$ cat src/rtl/rcv_tuning_pkg.sv
package rcv_tuning_pkg;
    // ----------------------------------------
    // Register map
    // ----------------------------------------
    localparam logic [15:0] MANUAL_RECEIVER_TUNING_IDX = 16'h630d; // Printed offset (index)
    localparam logic [17:0] MANUAL_RECEIVER_TUNING_ADDR = 18'h18c34; // Byte address = 4 * index
    localparam logic [7:0]  MANUAL_RECEIVER_TUNING_RST = 8'h00;  // Value after reset
    localparam logic [7:0]  MANUAL_RECEIVER_TUNING_WMASK = 8'h7f; // Bit 7 reserved
    // ----------------------------------------
    // Field positions
    // ----------------------------------------
    localparam int MILLER_FILTER_FAST_BIT      = 6;
    localparam int SIGNAL_OUT_DELAY_ENABLE_BIT = 5;
    localparam int PARITY_OFF_BIT              = 4;
    localparam int WIDE_RECOVERY_LOOP_BIT      = 3;
    localparam int MANUAL_CORNER_SELECT_BIT    = 2;
    // ----------------------------------------
    // Encodings
    // ----------------------------------------
    localparam logic [3:0] SIGNAL_OUT_SOURCE_DELAYED = 4'hc; // Source 1100b
    typedef enum logic [1:0] {
        CORNER_106K = 2'h0,
        CORNER_212K = 2'h1,
        CORNER_424K = 2'h2,
        CORNER_848K = 2'h3
    } corner_t;
    // Receive mode codes used by the automatic corner choice
    localparam logic [1:0] RX_MODE_106K = 2'h0;
    localparam logic [1:0] RX_MODE_212K = 2'h1;
    localparam logic [1:0] RX_MODE_424K = 2'h2;
    localparam logic [1:0] RX_MODE_848K = 2'h3;
endpackage : rcv_tuning_pkg

$ cat src/rtl/tuning_if.sv
`timescale 1ns/10ps
// Control fields passed from the register slice to the main logic
interface tuning_if;
    logic [7:0] value; // Current register contents
    modport source (output value);
    modport sink   (input  value);
endinterface : tuning_if

$ cat src/rtl/tuning_reg_slice.sv
`timescale 1ns/10ps
// Holds the register contents; writes with the write mask applied
module tuning_reg_slice (
    input  wire logic       clock_i,
    input  wire logic       rst_i,
    input  wire logic       wr_en_i,
    input  wire logic [7:0] wr_data_i,
    tuning_if.source        tune
);
    logic [7:0] reg_q; // Stored contents
    logic [7:0] reg_d; // Next contents

    // Next value: masked write, reserved bit stays zero
    always_comb begin
        reg_d = reg_q;
        if (wr_en_i) begin
            reg_d = wr_data_i & rcv_tuning_pkg::MANUAL_RECEIVER_TUNING_WMASK;
        end
    end

    // Register with asynchronous reset
    always_ff @(posedge clock_i or posedge rst_i) begin
        if (rst_i) begin
            reg_q <= rcv_tuning_pkg::MANUAL_RECEIVER_TUNING_RST;
        end else begin
            reg_q <= reg_d;
        end
    end

    assign tune.value = reg_q;
endmodule : tuning_reg_slice

$ cat src/rtl/receiver_manual_tuning_reg.sv
// The implementer's own choice: the Avalon-MM interface to the registers.
`timescale 1ns/10ps
// Receiver manual tuning register with Avalon-MM slave and control outputs
module receiver_manual_tuning_reg (
    input  wire logic        clock_i,
    input  wire logic        rst_i,
    // Avalon-MM slave
    input  wire logic [17:0] avs_address_i,
    input  wire logic        avs_read_i,
    input  wire logic        avs_write_i,
    input  wire logic [31:0] avs_writedata_i,
    input  wire logic [3:0]  avs_byteenable_i,
    output logic      [31:0] avs_readdata_o,
    output logic             avs_waitrequest_o,
    output logic      [1:0]  avs_response_o,
    // Context from neighbouring logic
    input  wire logic [3:0]  signal_out_source_i,
    input  wire logic [1:0]  rx_mode_i,
    input  wire logic [6:0]  tx_phase_delay_i,
    input  wire logic [1:0]  tx_extra_wait_i,
    // Transmit / receive framing
    input  wire logic        secure_if_raw_i,
    input  wire logic        rx_bit_i,
    input  wire logic        rx_bit_valid_i,
    input  wire logic        rx_parity_slot_i,
    input  wire logic        rx_parity_expected_i,
    // Controls to the analog chain, parity flags, secure output and received data
    output logic             miller_filter_fast_o,
    output logic             wide_recovery_loop_o,
    output logic      [1:0]  highpass_corner_o,
    output logic             parity_insert_o,
    output logic             parity_check_o,
    output logic             secure_if_out_o,
    output logic             rx_data_bit_o,
    output logic             rx_data_valid_o,
    output logic             rx_parity_error_o
);
    // ----------------------------------------
    // Bus slave
    // ----------------------------------------
    tuning_if tune ();
    logic        hit;      // Address decodes to the register
    logic        pending_q; // A request has been answered this cycle
    logic        pending_d;
    logic [31:0] rdata_q;
    logic [31:0] rdata_d;
    logic [1:0]  resp_q;
    logic [1:0]  resp_d;
    logic        wait_q;    // Registered waitrequest, high while idle
    logic        wait_d;
    logic        wr_en;
    logic [7:0]  cfg;

    assign hit   = (avs_address_i == rcv_tuning_pkg::MANUAL_RECEIVER_TUNING_ADDR);
    // Write lands only at the edge where waitrequest is seen low
    assign wr_en = avs_write_i && pending_q && hit && avs_byteenable_i[0];
    assign cfg   = tune.value;

    tuning_reg_slice u_slice (
        .clock_i   (clock_i),
        .rst_i     (rst_i),
        .wr_en_i   (wr_en),
        .wr_data_i (avs_writedata_i[7:0]),
        .tune      (tune.source)
    );

    // One wait cycle, then answer; unmapped reads return zero, SLVERR
    always_comb begin
        pending_d = 1'b0;
        wait_d    = 1'b1;
        rdata_d   = rdata_q;
        resp_d    = resp_q;
        if ((avs_read_i || avs_write_i) && !pending_q) begin
            pending_d = 1'b1;
            wait_d    = 1'b0; // Answer in the next cycle
            rdata_d   = (avs_read_i && hit) ? {24'h000000, cfg} : 32'h00000000;
            resp_d    = hit ? 2'h0 : 2'h2;
        end
    end

    always_ff @(posedge clock_i or posedge rst_i) begin
        if (rst_i) begin
            pending_q <= 1'b0;
            wait_q    <= 1'b1;
            rdata_q   <= 32'h00000000;
            resp_q    <= 2'h0;
        end else begin
            pending_q <= pending_d;
            wait_q    <= wait_d;
            rdata_q   <= rdata_d;
            resp_q    <= resp_d;
        end
    end

    assign avs_readdata_o    = rdata_q;
    assign avs_response_o    = resp_q;
    assign avs_waitrequest_o = wait_q;

    // ----------------------------------------
    // Delay engine for the secure interface output
    // ----------------------------------------
    logic [8:0] delay_len;   // Total delay in clocks
    logic [8:0] dly_cnt_q;
    logic [8:0] dly_cnt_d;
    logic       dly_level_q; // Level waiting to be released
    logic       dly_level_d;
    logic       sig_q;
    logic       sig_d;
    logic       delay_on;

    // Extra wait is the coarse part, phase the fine part
    assign delay_len = {tx_extra_wait_i, tx_phase_delay_i};
    assign delay_on  = cfg[rcv_tuning_pkg::SIGNAL_OUT_DELAY_ENABLE_BIT] &&
                       (signal_out_source_i == rcv_tuning_pkg::SIGNAL_OUT_SOURCE_DELAYED);

    // Edge is held then released after delay_len clocks; new edges restart the count
    always_comb begin
        dly_cnt_d   = dly_cnt_q;
        dly_level_d = dly_level_q;
        sig_d       = sig_q;
        if (!delay_on) begin
            sig_d       = secure_if_raw_i;
            dly_level_d = secure_if_raw_i;
            dly_cnt_d   = 9'h000;
        end else if (secure_if_raw_i != dly_level_q) begin
            dly_level_d = secure_if_raw_i;
            dly_cnt_d   = delay_len;
            if (delay_len == 9'h000) begin
                sig_d = secure_if_raw_i;
            end
        end else if (dly_cnt_q != 9'h000) begin
            dly_cnt_d = dly_cnt_q - 9'h001;
            if (dly_cnt_q == 9'h001) begin
                sig_d = dly_level_q;
            end
        end
    end

    always_ff @(posedge clock_i or posedge rst_i) begin
        if (rst_i) begin
            dly_cnt_q   <= 9'h000;
            dly_level_q <= 1'b0;
            sig_q       <= 1'b0;
        end else begin
            dly_cnt_q   <= dly_cnt_d;
            dly_level_q <= dly_level_d;
            sig_q       <= sig_d;
        end
    end

    // ----------------------------------------
    // Analog controls and parity handling
    // ----------------------------------------
    logic [1:0] auto_corner;
    logic [1:0] corner_d;
    logic       fast_q;
    logic       wide_q;
    logic [1:0] corner_q;
    logic       par_ins_q;
    logic       par_chk_q;
    logic       rx_bit_q;
    logic       rx_val_q;
    logic       rx_err_q;
    logic       rx_val_d;
    logic       rx_err_d;
    logic       parity_off;

    assign parity_off = cfg[rcv_tuning_pkg::PARITY_OFF_BIT];

    // Automatic corner follows the receive rate
    always_comb begin
        case (rx_mode_i)
            rcv_tuning_pkg::RX_MODE_106K: auto_corner = rcv_tuning_pkg::CORNER_106K;
            rcv_tuning_pkg::RX_MODE_212K: auto_corner = rcv_tuning_pkg::CORNER_212K;
            rcv_tuning_pkg::RX_MODE_424K: auto_corner = rcv_tuning_pkg::CORNER_424K;
            default:                      auto_corner = rcv_tuning_pkg::CORNER_848K;
        endcase
        if (cfg[rcv_tuning_pkg::MANUAL_CORNER_SELECT_BIT]) begin
            corner_d = cfg[1:0];
        end else begin
            corner_d = auto_corner;
        end
    end

    // Parity slot: dropped as check when enabled, passed as data when off
    always_comb begin
        rx_val_d = 1'b0;
        rx_err_d = 1'b0;
        if (rx_bit_valid_i) begin
            if (rx_parity_slot_i && !parity_off) begin
                rx_err_d = (rx_bit_i != rx_parity_expected_i);
            end else begin
                rx_val_d = 1'b1;
            end
        end
    end

    always_ff @(posedge clock_i or posedge rst_i) begin
        if (rst_i) begin
            fast_q    <= 1'b0;
            wide_q    <= 1'b0;
            corner_q  <= 2'h0;
            par_ins_q <= 1'b1;
            par_chk_q <= 1'b1;
            rx_bit_q  <= 1'b0;
            rx_val_q  <= 1'b0;
            rx_err_q  <= 1'b0;
        end else begin
            fast_q    <= cfg[rcv_tuning_pkg::MILLER_FILTER_FAST_BIT];
            wide_q    <= cfg[rcv_tuning_pkg::WIDE_RECOVERY_LOOP_BIT];
            corner_q  <= corner_d;
            par_ins_q <= !parity_off;
            par_chk_q <= !parity_off;
            rx_bit_q  <= rx_bit_i;
            rx_val_q  <= rx_val_d;
            rx_err_q  <= rx_err_d;
        end
    end

    assign miller_filter_fast_o = fast_q;
    assign wide_recovery_loop_o = wide_q;
    assign highpass_corner_o    = corner_q;
    assign parity_insert_o      = par_ins_q;
    assign parity_check_o       = par_chk_q;
    assign secure_if_out_o      = sig_q;
    assign rx_data_bit_o        = rx_bit_q;
    assign rx_data_valid_o      = rx_val_q;
    assign rx_parity_error_o    = rx_err_q;
endmodule : receiver_manual_tuning_reg

$ cat config.mk
export PLATFORM = sky130hd
export DESIGN_NAME = receiver_manual_tuning_reg
export DESIGN_NICKNAME = d
export VERILOG_FILES = /design/src/rtl/rcv_tuning_pkg.sv /design/src/rtl/tuning_if.sv /design/src/rtl/tuning_reg_slice.sv /design/src/rtl/receiver_manual_tuning_reg.sv
export SDC_FILE = /design/constraint.sdc
export NUM_CORES = 1
export LEC_CHECK = 0
export ABC_AREA = 0
export ABC_CLOCK_PERIOD_IN_PS = 2490
export BUFFER_PORTS_ARGS = -buffer_cell sky130_fd_sc_hd__buf_2
export CAP_MARGIN = 20
export CORE_ASPECT_RATIO = 1.2
export CORE_UTILIZATION = 42
export CTS_CLUSTER_DIAMETER = 200
export CTS_CLUSTER_SIZE = 30
export DETAILED_ROUTE_END_ITERATION = 6
export GPL_ROUTABILITY_DRIVEN = 0
export PLACE_DENSITY = 0.8
export RECOVER_POWER = 100
export REMOVE_ABC_BUFFERS = 1
export SYNTH_ARGS = -nofsm -noshare
export SYNTH_HDL_FRONTEND = slang
export SYNTH_SLANG_ARGS = --single-unit
export TNS_END_PERCENT = 30
$ cat constraint.sdc
create_clock -name clock_i -period 2.49 [get_ports clock_i]
set_input_delay 0.498 -clock clock_i [delete_from_list [all_inputs] [get_ports clock_i]]
set_output_delay 0.498 -clock clock_i [all_outputs]
set_load 0.02 [all_outputs]
-- Yosys cells after proc, flatten, opt, wreduce, memory -nomap -nowiden
Cells that the tools add are included.
- equality and inequality tests: 11
- $add $sub $neg: 1
- reductions and logical operators: 14
- multiplexer cells: 20
- operator list (kind ; count):
    9-bit two-way mux ; 3
    18-bit by 17-bit == test with 1-bit output (second input constant) ; 1
    1-bit two-way mux ; 13
    9-bit by 1-bit == test with 1-bit output (second input constant) ; 1
    9-bit zero test ; 1
    9-bit nonzero test ; 1
    9-bit by 1-bit subtractor with 9-bit output (second input constant) ; 1
    1-bit logical AND ; 7
    7-bit two-way mux ; 1
    3-bit by 1-bit != test with 1-bit output (second input constant) ; 2
    2-bit case mux with 3 select lines ; 1
    4-bit == test (second input constant) ; 1
    2-bit two-way mux ; 2
    3-bit by 2-bit != test with 1-bit output (second input constant) ; 1
    3-bit AND reduction ; 1
    2-bit by 1-bit == test with 1-bit output (second input constant) ; 1
    2-bit == test (second input constant) ; 1
    1-bit zero test ; 2
    2-bit zero test ; 1
    1-bit != test ; 2
    2-bit by 1-bit != test with 1-bit output (second input constant) ; 1
    1-bit logical OR ; 1
- flip-flop bits (word level): 62
- logic and storage cells: 61
- output and inout port bits: 45

-- Depth between registers and ports, before layout
Gate-level depths: netlist of the first run.
- depth after elaboration: 5
- gate-level depth with buffers: 7
- depth with buffers taken out: 7

-- Cells and area by module
From an unflattened synthesis of the first run, not the netlist that was laid out.
- cells, all modules: 177
- area, all modules: 2003.2 um2
- modules (own cells, without submodules) (module ; instances ; area an instance (um2) ; cells an instance):
    receiver_manual_tuning_reg ; 1 ; 1696.6 ; 159
    tuning_reg_slice ; 1 ; 306.5 ; 18

-- Worst setup path before layout of the first run
OpenSTA, ideal clock, no wires.
- kind: input-to-reg
- from: input port avs_address_i[7]
- to: register u_slice.reg_q[0] (netlist: u_slice.tune.value[0])
- stages on the path: 6
- setup time: 125 ps
- arrival time: 1719 ps
- path slack: 646 ps
- data required time: 2365 ps
- cell sequence: nor4bb_1 > nand4b_1 > nor2_1 > and4_1 > buf_4 > mux2_2
- word-level cells in the longest chain between the ends: 3
- ends and longest elaborated chain (element ; line ; source):
    start: declaration ; receiver_manual_tuning_reg.sv:8 ; input wire logic [17:0] avs_address_i,
    18-bit by 17-bit == test with 1-bit output ; receiver_manual_tuning_reg.sv:54 ; assign hit = (avs_address_i == rcv_tuning_pkg::MANUAL_RECEIVER_TUNING_ADDR);
    1-bit logical AND (2 in series) ; receiver_manual_tuning_reg.sv:56 ; assign wr_en = avs_write_i && pending_q && hit && avs_byteenable_i[0];
    end signal: assignment ; tuning_reg_slice.sv:24 ; reg_q <= rcv_tuning_pkg::MANUAL_RECEIVER_TUNING_RST;
    end signal: assignment ; tuning_reg_slice.sv:26 ; reg_q <= reg_d;
    end: declaration ; tuning_reg_slice.sv:10 ; logic [7:0] reg_q;
No other way between the ends.
A chain may end at the register's enable or synchronous reset.

-- Worst setup path in the final report of the first run
- from: register dly_cnt_q[0]
- to: register dly_cnt_q[0]
- word-level cells in the longest chain between the ends: 4
- ends and longest elaborated chain (element ; line ; source):
    start: declaration ; receiver_manual_tuning_reg.sv:103 ; logic [8:0] dly_cnt_q;
    start signal: assignment ; receiver_manual_tuning_reg.sv:145 ; dly_cnt_q <= dly_cnt_d;
    9-bit by 1-bit subtractor with 9-bit output ; receiver_manual_tuning_reg.sv:132 ; dly_cnt_d = dly_cnt_q - 9'h001;
    9-bit two-way mux ; receiver_manual_tuning_reg.sv:131 ; end else if (dly_cnt_q != 9'h000) begin
    9-bit two-way mux ; receiver_manual_tuning_reg.sv:125 ; end else if (secure_if_raw_i != dly_level_q) begin
    9-bit two-way mux ; receiver_manual_tuning_reg.sv:121 ; if (!delay_on) begin
Parallel ways exist; a longest one is shown, timed or not. The select of a mux whose other input is x is not followed.

==> impl_metrics.ini, run 1 <==
[critical_path]
worst_ep_required_time_ns = 2.67
end_kind = flop
crit_path_max_fanout = 6
cp-startpoint = dly_cnt_q[0]$_DFFE_PP0P_
worstSetupStartpointType = flop
worstReg2RegStart = dly_cnt_q[0]$_DFFE_PP0P_
critical_path_class = reg2reg
worstPathArrival_ns = 2.29

[placed_design]
placed_cells = 292
place_area_sq_mm = 0.00221
port-buffer-count = 68
pre_cts_ws_ns = 0.281
hpwl_mm = 2.95

[drt]
drt_first_pass_iters = 4
drc = 0
wirelength_mm = 3.74
vias = 1432
via_per_inst = 4.77
drtIter0Drc = 122
wl_per_cell_um = 12.5
antenna_left = 0

[global_route]
antenna_found_initial = 0
grt_overflow_total = 0
grt_pass1_vias = 1355
track_usage = 0.168
grt_max_degree = 33
grt_pass1_wl_mm = 6.14

[power]
combPwrFrac = 0.129
p_int_w = 0.000844
clkPwrFrac = 0.352
cellLeakagePower_nw = 1.12
pwr_density_cell_mw_per_mm2 = 515
p_switching_w = 0.000319
switching_share = 0.274
power_frac_seq = 0.518
irDropWorstVdd_mv = 0.401

[clocking]
cts_resized = 0
numCtsBuffers = 5
cts.sinks = 36
cts_buffer_depth = 2
post_cts_buffers = 0
htree_levels = 2
cts_tree = yes
clk_latency_ns = 0.29
root_buffer = clkbuf_8
holdBufCountCts = 0
clkSlewWorstSetupHoldPaths_ns = 0.07

[min_path]
hp-class = in2async

[outcome]
failed_checks = capacitance limit, slew limit
status = finished with violations

[layout]
layout-drive-gt1-share = 0.320
fin_util = 0.526
antenna_cells = 0
syn_to_final_growth_pct = 18.5
final_cells = 300
final_nets = 326
stdcell_area_sq_mm = 0.00226

[synth]
seq_area_frac_synth = 0.474
synth.area.top_cells = dfrtp_1 45%, buf_4 11%, mux2_2 5.9%, ha_1 3.3%, a22o_1 3.2%
yosysUniqueCellTypes = 41
yosysTopAreaCell = dfrtp_1
synth_most_common_cell = dfrtp_1
synth-async-reset-ratio = 1.00
netlist_area_sq_mm = 0.00191
synth.top_cells.by_count = 34 x dfrtp_1, 28 x buf_4, 11 x nor2_1
synthFlopType = dfrtp_1
ys_ff_latch = 36
yosysTopAreaCellShare = 0.446
synth-edff-count = 0
syn_inst = 170
syn_avg_cell_area_sq_um = 11.2
yosysWarningCount = 0

[sta]
max_freq_mhz = 473
period_needed_ns = 2.11
post-route-period-util = 0.849
post-route-worst-setup-slack_ns = 0.376
hold_violations = 0
setup_violations = 0
relSlewSlack = -0.0840
clock_skew_ns = 0.00523
worst_pin_slew_ns = 1.63
setup_tns_ns = 0
finalMaxSlewViolations = 33
rsz0062_at_grt = no

[floorplan]
die_w_um = 63.5
die_area_sq_mm = 0.00481
start_util = 0.444
die_h_um = 75.8
rows = 26
ios = 123
core_sq_mm = 0.00429

[run]
drv_cap = 1
==> critical path, stage by stage, from the launching register on <==
cell,delay (ns)
dfrtp_1,0.42
inv_1,0.12
ha_1,0.18
nor4b_1,0.69
nand2_2,0.23
xnor2_1,0.18
mux2i_1,0.13
nor2_1,0.05
==> area by class of cell <==
type / count / area, sq um
multi-input combinational: 120 / 823
tap: 56 / 70.1
sequential: 36 / 903
clock inverter: 3 / 23.8
timing repair buffer: 72 / 340
fill: 441 / 2030
inverter: 8 / 30.0
clock buffer: 5 / 68.8
==> registers in the layout (all words and copies together) (netlist names), 2 cells and up <==
signal,cells
dly_cnt_q,9
u_slice.tune.value,7
avs_readdata_o,7
highpass_corner_o,2
==> worst paths after layout <==
| kind | end | depth (start not counted) | slack (ns) |
|---|---|---|---|
| min in group clock_i | rx_data_bit_o$_DFF_PP0_ | 1 | 0.35 |
| max | dly_cnt_q[0]$_DFFE_PP0P_ | 7 | 0.38 |
| max reg2reg | dly_cnt_q[0]$_DFFE_PP0P_ | 7 | 0.38 |
| min reg2reg | miller_filter_fast_o$_DFF_PP0_ | 0 | 0.40 |
| min | dly_cnt_q[8]$_DFFE_PP0P_ | 2 | 0.1 |
| max in group asynchronous | avs_response_o[1]$_DFFE_PP0P_ | 3 | 0.63 |
==> cells by family (layout without fill, tap and decap cells) <==
group,count (synthesis),after routing,synth area share
compound gates,29,29,0.109
xor+xnor,5,5,0.0230
fa+ha+maj,5,5,0.0328
buf+inv,39,88,0.136
flops,36,36,0.474
mux,12,12,0.0696
other cells,1,26,0.00197
simple gates,43,43,0.154
==> metal layers <==
metal	track usage	vias up	part of all wire
met2	0.301	70	0.52
met4	0.0530	0	0.0056
met3	0.0449	2	0.068
met1	0.198	667	0.40
li1	-	693	-
met5	0	-	0
==> power by group through the flow <==
stage | Clock, W | Sequential (W) | Combinational, W
2_1_floorplan | 0 | 0.000628 | 0.0000766
3_3_place_gp | 0 | 0.000614 | 0.000154
3_5_place_dp | 0 | 0.000615 | 0.000156
4_1_cts | 0.000429 | 0.000604 | 0.000156
5_1_grt | 0.000449 | 0.000604 | 0.000168
6_report | 0.000410 | 0.000603 | 0.000150
==> stage by stage <==
step                      total power [W]  hold slack (ns)
after floorplan                  0.000704            0.371
after global placement           0.000768            0.387
after detailed placement         0.000771            0.389
after CTS                         0.00119           0.0905
after global routing              0.00122            0.102
final                             0.00116           0.0955
==> layout by cell type (no fill, tap or decap), types with 2 or more instances in the layout <==
cell type | netlist | layout
a22o_1 | 7 | 7
a21oi_1 | 7 | 7
nor4bb_1 | 2 | 2
o31ai_1 | 2 | 2
and4_1 | 2 | 2
ha_1 | 5 | 5
o21ai_0 | 3 | 3
nand3_1 | 5 | 5
xor2_1 | 4 | 4
dfrtp_1 | 34 | 34
inv_1 | 8 | 8
clkbuf_8 | 0 | 5
buf_4 | 28 | 3
nor4_1 | 2 | 2
a211oi_1 | 3 | 3
clkinvlp_4 | 0 | 2
buf_2 | 0 | 47
mux2_2 | 10 | 10
nor3_1 | 2 | 2
conb_1 | 1 | 26
nor4b_1 | 1 | 2
mux2i_1 | 2 | 2
nand2_1 | 8 | 8
dfstp_2 | 2 | 2
nor4b_2 | 2 | 2
nor2_1 | 11 | 11
clkbuf_1 | 2 | 22
(Power assumes the default switching activity.)
==> run 2, diff against run 1 <==
--- a/config.mk
+++ b/config.mk
@@ -6,16 +6,16 @@
 export NUM_CORES = 1
 export LEC_CHECK = 0
 export ABC_AREA = 0
-export ABC_CLOCK_PERIOD_IN_PS = 2490
+export ABC_CLOCK_PERIOD_IN_PS = 1850
 export BUFFER_PORTS_ARGS = -buffer_cell sky130_fd_sc_hd__buf_2
 export CAP_MARGIN = 20
 export CORE_ASPECT_RATIO = 1.2
-export CORE_UTILIZATION = 42
+export CORE_UTILIZATION = 38
 export CTS_CLUSTER_DIAMETER = 200
 export CTS_CLUSTER_SIZE = 30
 export DETAILED_ROUTE_END_ITERATION = 6
 export GPL_ROUTABILITY_DRIVEN = 0
-export PLACE_DENSITY = 0.8
+export PLACE_DENSITY = 0.76
 export RECOVER_POWER = 100
 export REMOVE_ABC_BUFFERS = 1
 export SYNTH_ARGS = -nofsm -noshare
==> constraint.sdc (replaced) <==
create_clock -name clock_i -period 1.85 [get_ports clock_i]
set_input_delay 0.37 -clock clock_i [delete_from_list [all_inputs] [get_ports clock_i]]
set_output_delay 0.37 -clock clock_i [all_outputs]
set_load 0.02 [all_outputs]
==> run 2 against run 1 <==
Critical endpoint unchanged. Die area is 10% higher. Total power is 39% higher. Cell area is 4.8% higher. The run now ends clean. Hold slack better by 0.13 ns. Global-route usage is 0.52 points lower. Utilization is 2.2 points lower. Sequential share of layout area is 1.8 points lower. Worst setup slack worse by 0.28 ns. Via count is 3.6% higher. Routed wire length is 8.2% higher. Critical path type unchanged. Clock power is 46% higher.
==> impl_metrics.ini, run 2 (same netlist as run 1, synthesis figures left out) <==
[outcome]
status = completed

[power]
switching_share = 0.250
power_frac_seq = 0.501
clkPwrFrac = 0.370
power_w = 0.00162
pwr_density_cell_mw_per_mm2 = 685
p_switching_w = 0.000406
cellLeakagePower_nw = 1.19
p_int_w = 0.00122
irDropWorstVdd_mv = 0.518
combPwrFrac = 0.130

[critical_path]
crit_family = simple AND/OR/NAND/NOR gates
slowest_delay_ns = 0.38
slowest_stage = dfrtp_1
critPathBufInv = 2
crit_path_max_fanout = 6
critical_path_class = reg2reg
worstPathArrival_ns = 1.96
worst_ep_required_time_ns = 2.06
crit_cells = 8
worstSetupStartpointType = flop
worstReg2RegStart = dly_cnt_q[0]$_DFFE_PP0P_
end_kind = flop
r2r_end = dly_cnt_q[0]$_DFFE_PP0P_
r2r_slack_ns = 0.10
worstPathCellList = inv_1 > buf_4 > ha_1 > nor4b_2 > nand2_2 > xnor2_1 > mux2i_1 > nor2_1
r2r_cells = 8

[layout]
regMostFlops = dly_cnt_q
syn_to_final_growth_pct = 24.1
n_fill_cell = 447
stdcell_area_sq_mm = 0.00237
antenna_cells = 0
mostFrequentLayoutCells = 48 x buf_2, 34 x dfrtp_1, 26 x conb_1
final_nets = 340
layout-drive-gt1-share = 0.349
largest_reg_flops = 9
final_common_cell = buf_2

[global_route]
antenna_found_initial = 0
track_usage = 0.163
grt_pass1_wl_mm = 6.48
grt_max_degree = 37
grt_pass1_vias = 1444
grt_overflow_total = 0

[sta]
clock_skew_ns = 0.00360
worst_pin_slew_ns = 0.889
post-route-period-util = 0.946
post-route-worst-setup-slack_ns = 0.100
max_freq_mhz = 571
setup_violations = 0
relSlewSlack = 0.408
period_needed_ns = 1.75
whs_ns = 0.229
rsz0062_at_grt = no
finalMaxSlewViolations = 0
hold_violations = 0

[drt]
drt_first_pass_iters = 4
vias = 1484
antenna_left = 0
drtIter0Drc = 51
wirelength_mm = 4.05
via_per_inst = 4.70
wl_per_cell_um = 12.8
drc = 0

[clocking]
clk_latency_ns = 0.28
root_buffer = clkbuf_8
htree_levels = 2
holdBufCountCts = 0
cts.sinks = 36
post_cts_buffers = 0
cts_tree = yes
numCtsBuffers = 5
cts_buffer_depth = 2
clkSlewWorstSetupHoldPaths_ns = 0.07

[floorplan]
start_util = 0.406
die_area_sq_mm = 0.00531
core_sq_mm = 0.00470
die_h_um = 79.6
rows = 27
ios = 123
die_w_um = 66.7

[placed_design]
hpwl_mm = 3.15
pre_cts_ws_ns = -0.0664
place_area_sq_mm = 0.00232
port-buffer-count = 68

[run]
drv_cap = 0

[min_path]
worstHoldStart = rx_bit_i
hold_path_depth = 1
hp-class = in2reg
whs_endpoint = rx_data_bit_o$_DFF_PP0_
[run 2: changes by cell type in the layout (fill, tap and decap cells not counted)]
cell and change:
or3b_2 -1, clkbuf_8 +2, nor3_2 +1, buf_2 +1, clkinv_4 -1, or3b_4 +1, clkinvlp_4 -2, clkbuf_2 +2
clkbuf_1 +3, buf_4 +9, nor3_1 -1
[run 2: worst max path at each step]
stage,from,to
5_1_grt,dly_cnt_q[0]$_DFFE_PP0P_,dly_cnt_q[7]$_DFFE_PP0P_
6_report,dly_cnt_q[0]$_DFFE_PP0P_,dly_cnt_q[0]$_DFFE_PP0P_
4_1_cts,dly_cnt_q[1]$_DFFE_PP0P_,dly_cnt_q[4]$_DFFE_PP0P_
2_1_floorplan,dly_cnt_q[0]$_DFFE_PP0P_,dly_cnt_q[6]$_DFFE_PP0P_
3_5_place_dp,avs_address_i[7],u_slice.tune.value[4]$_DFFE_PP0P_
3_3_place_gp,avs_address_i[7],u_slice.tune.value[4]$_DFFE_PP0P_
[run 2: area by class of cell]
| class | count | area (sq um) | share of cell area |
|---|---|---|---|
| flip-flops and latches | 36 | 903 | 0.382 |
| multi-input cells | 120 | 831 | 0.351 |
| repair buffers | 86 | 430 | 0.182 |
| clock buffers | 8 | 100 | 0.0423 |
| well taps | 58 | 72.6 | 0.0307 |
| inverters | 8 | 30.0 | 0.0127 |
[run 2: repair_timing]
action,4_1_cts,5_1_grt
endpoints found under the setup margin,1,2
endpoints found under the hold margin,0,0
gates resized for setup,1,2
[run 2: stage by stage]
stage,TNS (ns),utilization,cells
floorplan,0,-,164
global placement,-0.176,0.494,308
detailed placement,-0.401,0.494,308
CTS,0,0.516,316
global route,0,0.504,316
finish,0,0.504,316
[run 2: metal layers]
metal,global-route usage,vias to the layer above,part of all wire
met3,0.0386,6,0.042
met5,0,-,0
met2,0.288,53,0.53
met1,0.191,704,0.41
met4,0.0511,0,0.011
li1,-,721,-
[run 2: power groups by stage]
| stage | Combinational, W | Sequential [W] | Clock, W |
|---|---|---|---|
| 2_1_floorplan | 0.000103 | 0.000845 | 0 |
| 3_3_place_gp | 0.000215 | 0.000827 | 0 |
| 3_5_place_dp | 0.000219 | 0.000828 | 0 |
| 4_1_cts | 0.000220 | 0.000813 | 0.000620 |
| 5_1_grt | 0.000234 | 0.000813 | 0.000656 |
| 6_report | 0.000210 | 0.000812 | 0.000599 |
[run 2: worst register-to-register path: stages (launching register included)]
cell and delay [ns]:
dfrtp_1 0.38, inv_1 0.08, buf_4 0.12, ha_1 0.16, nor4b_2 0.34, nand2_2 0.18
xnor2_1 0.23, mux2i_1 0.10, nor2_1 0.09
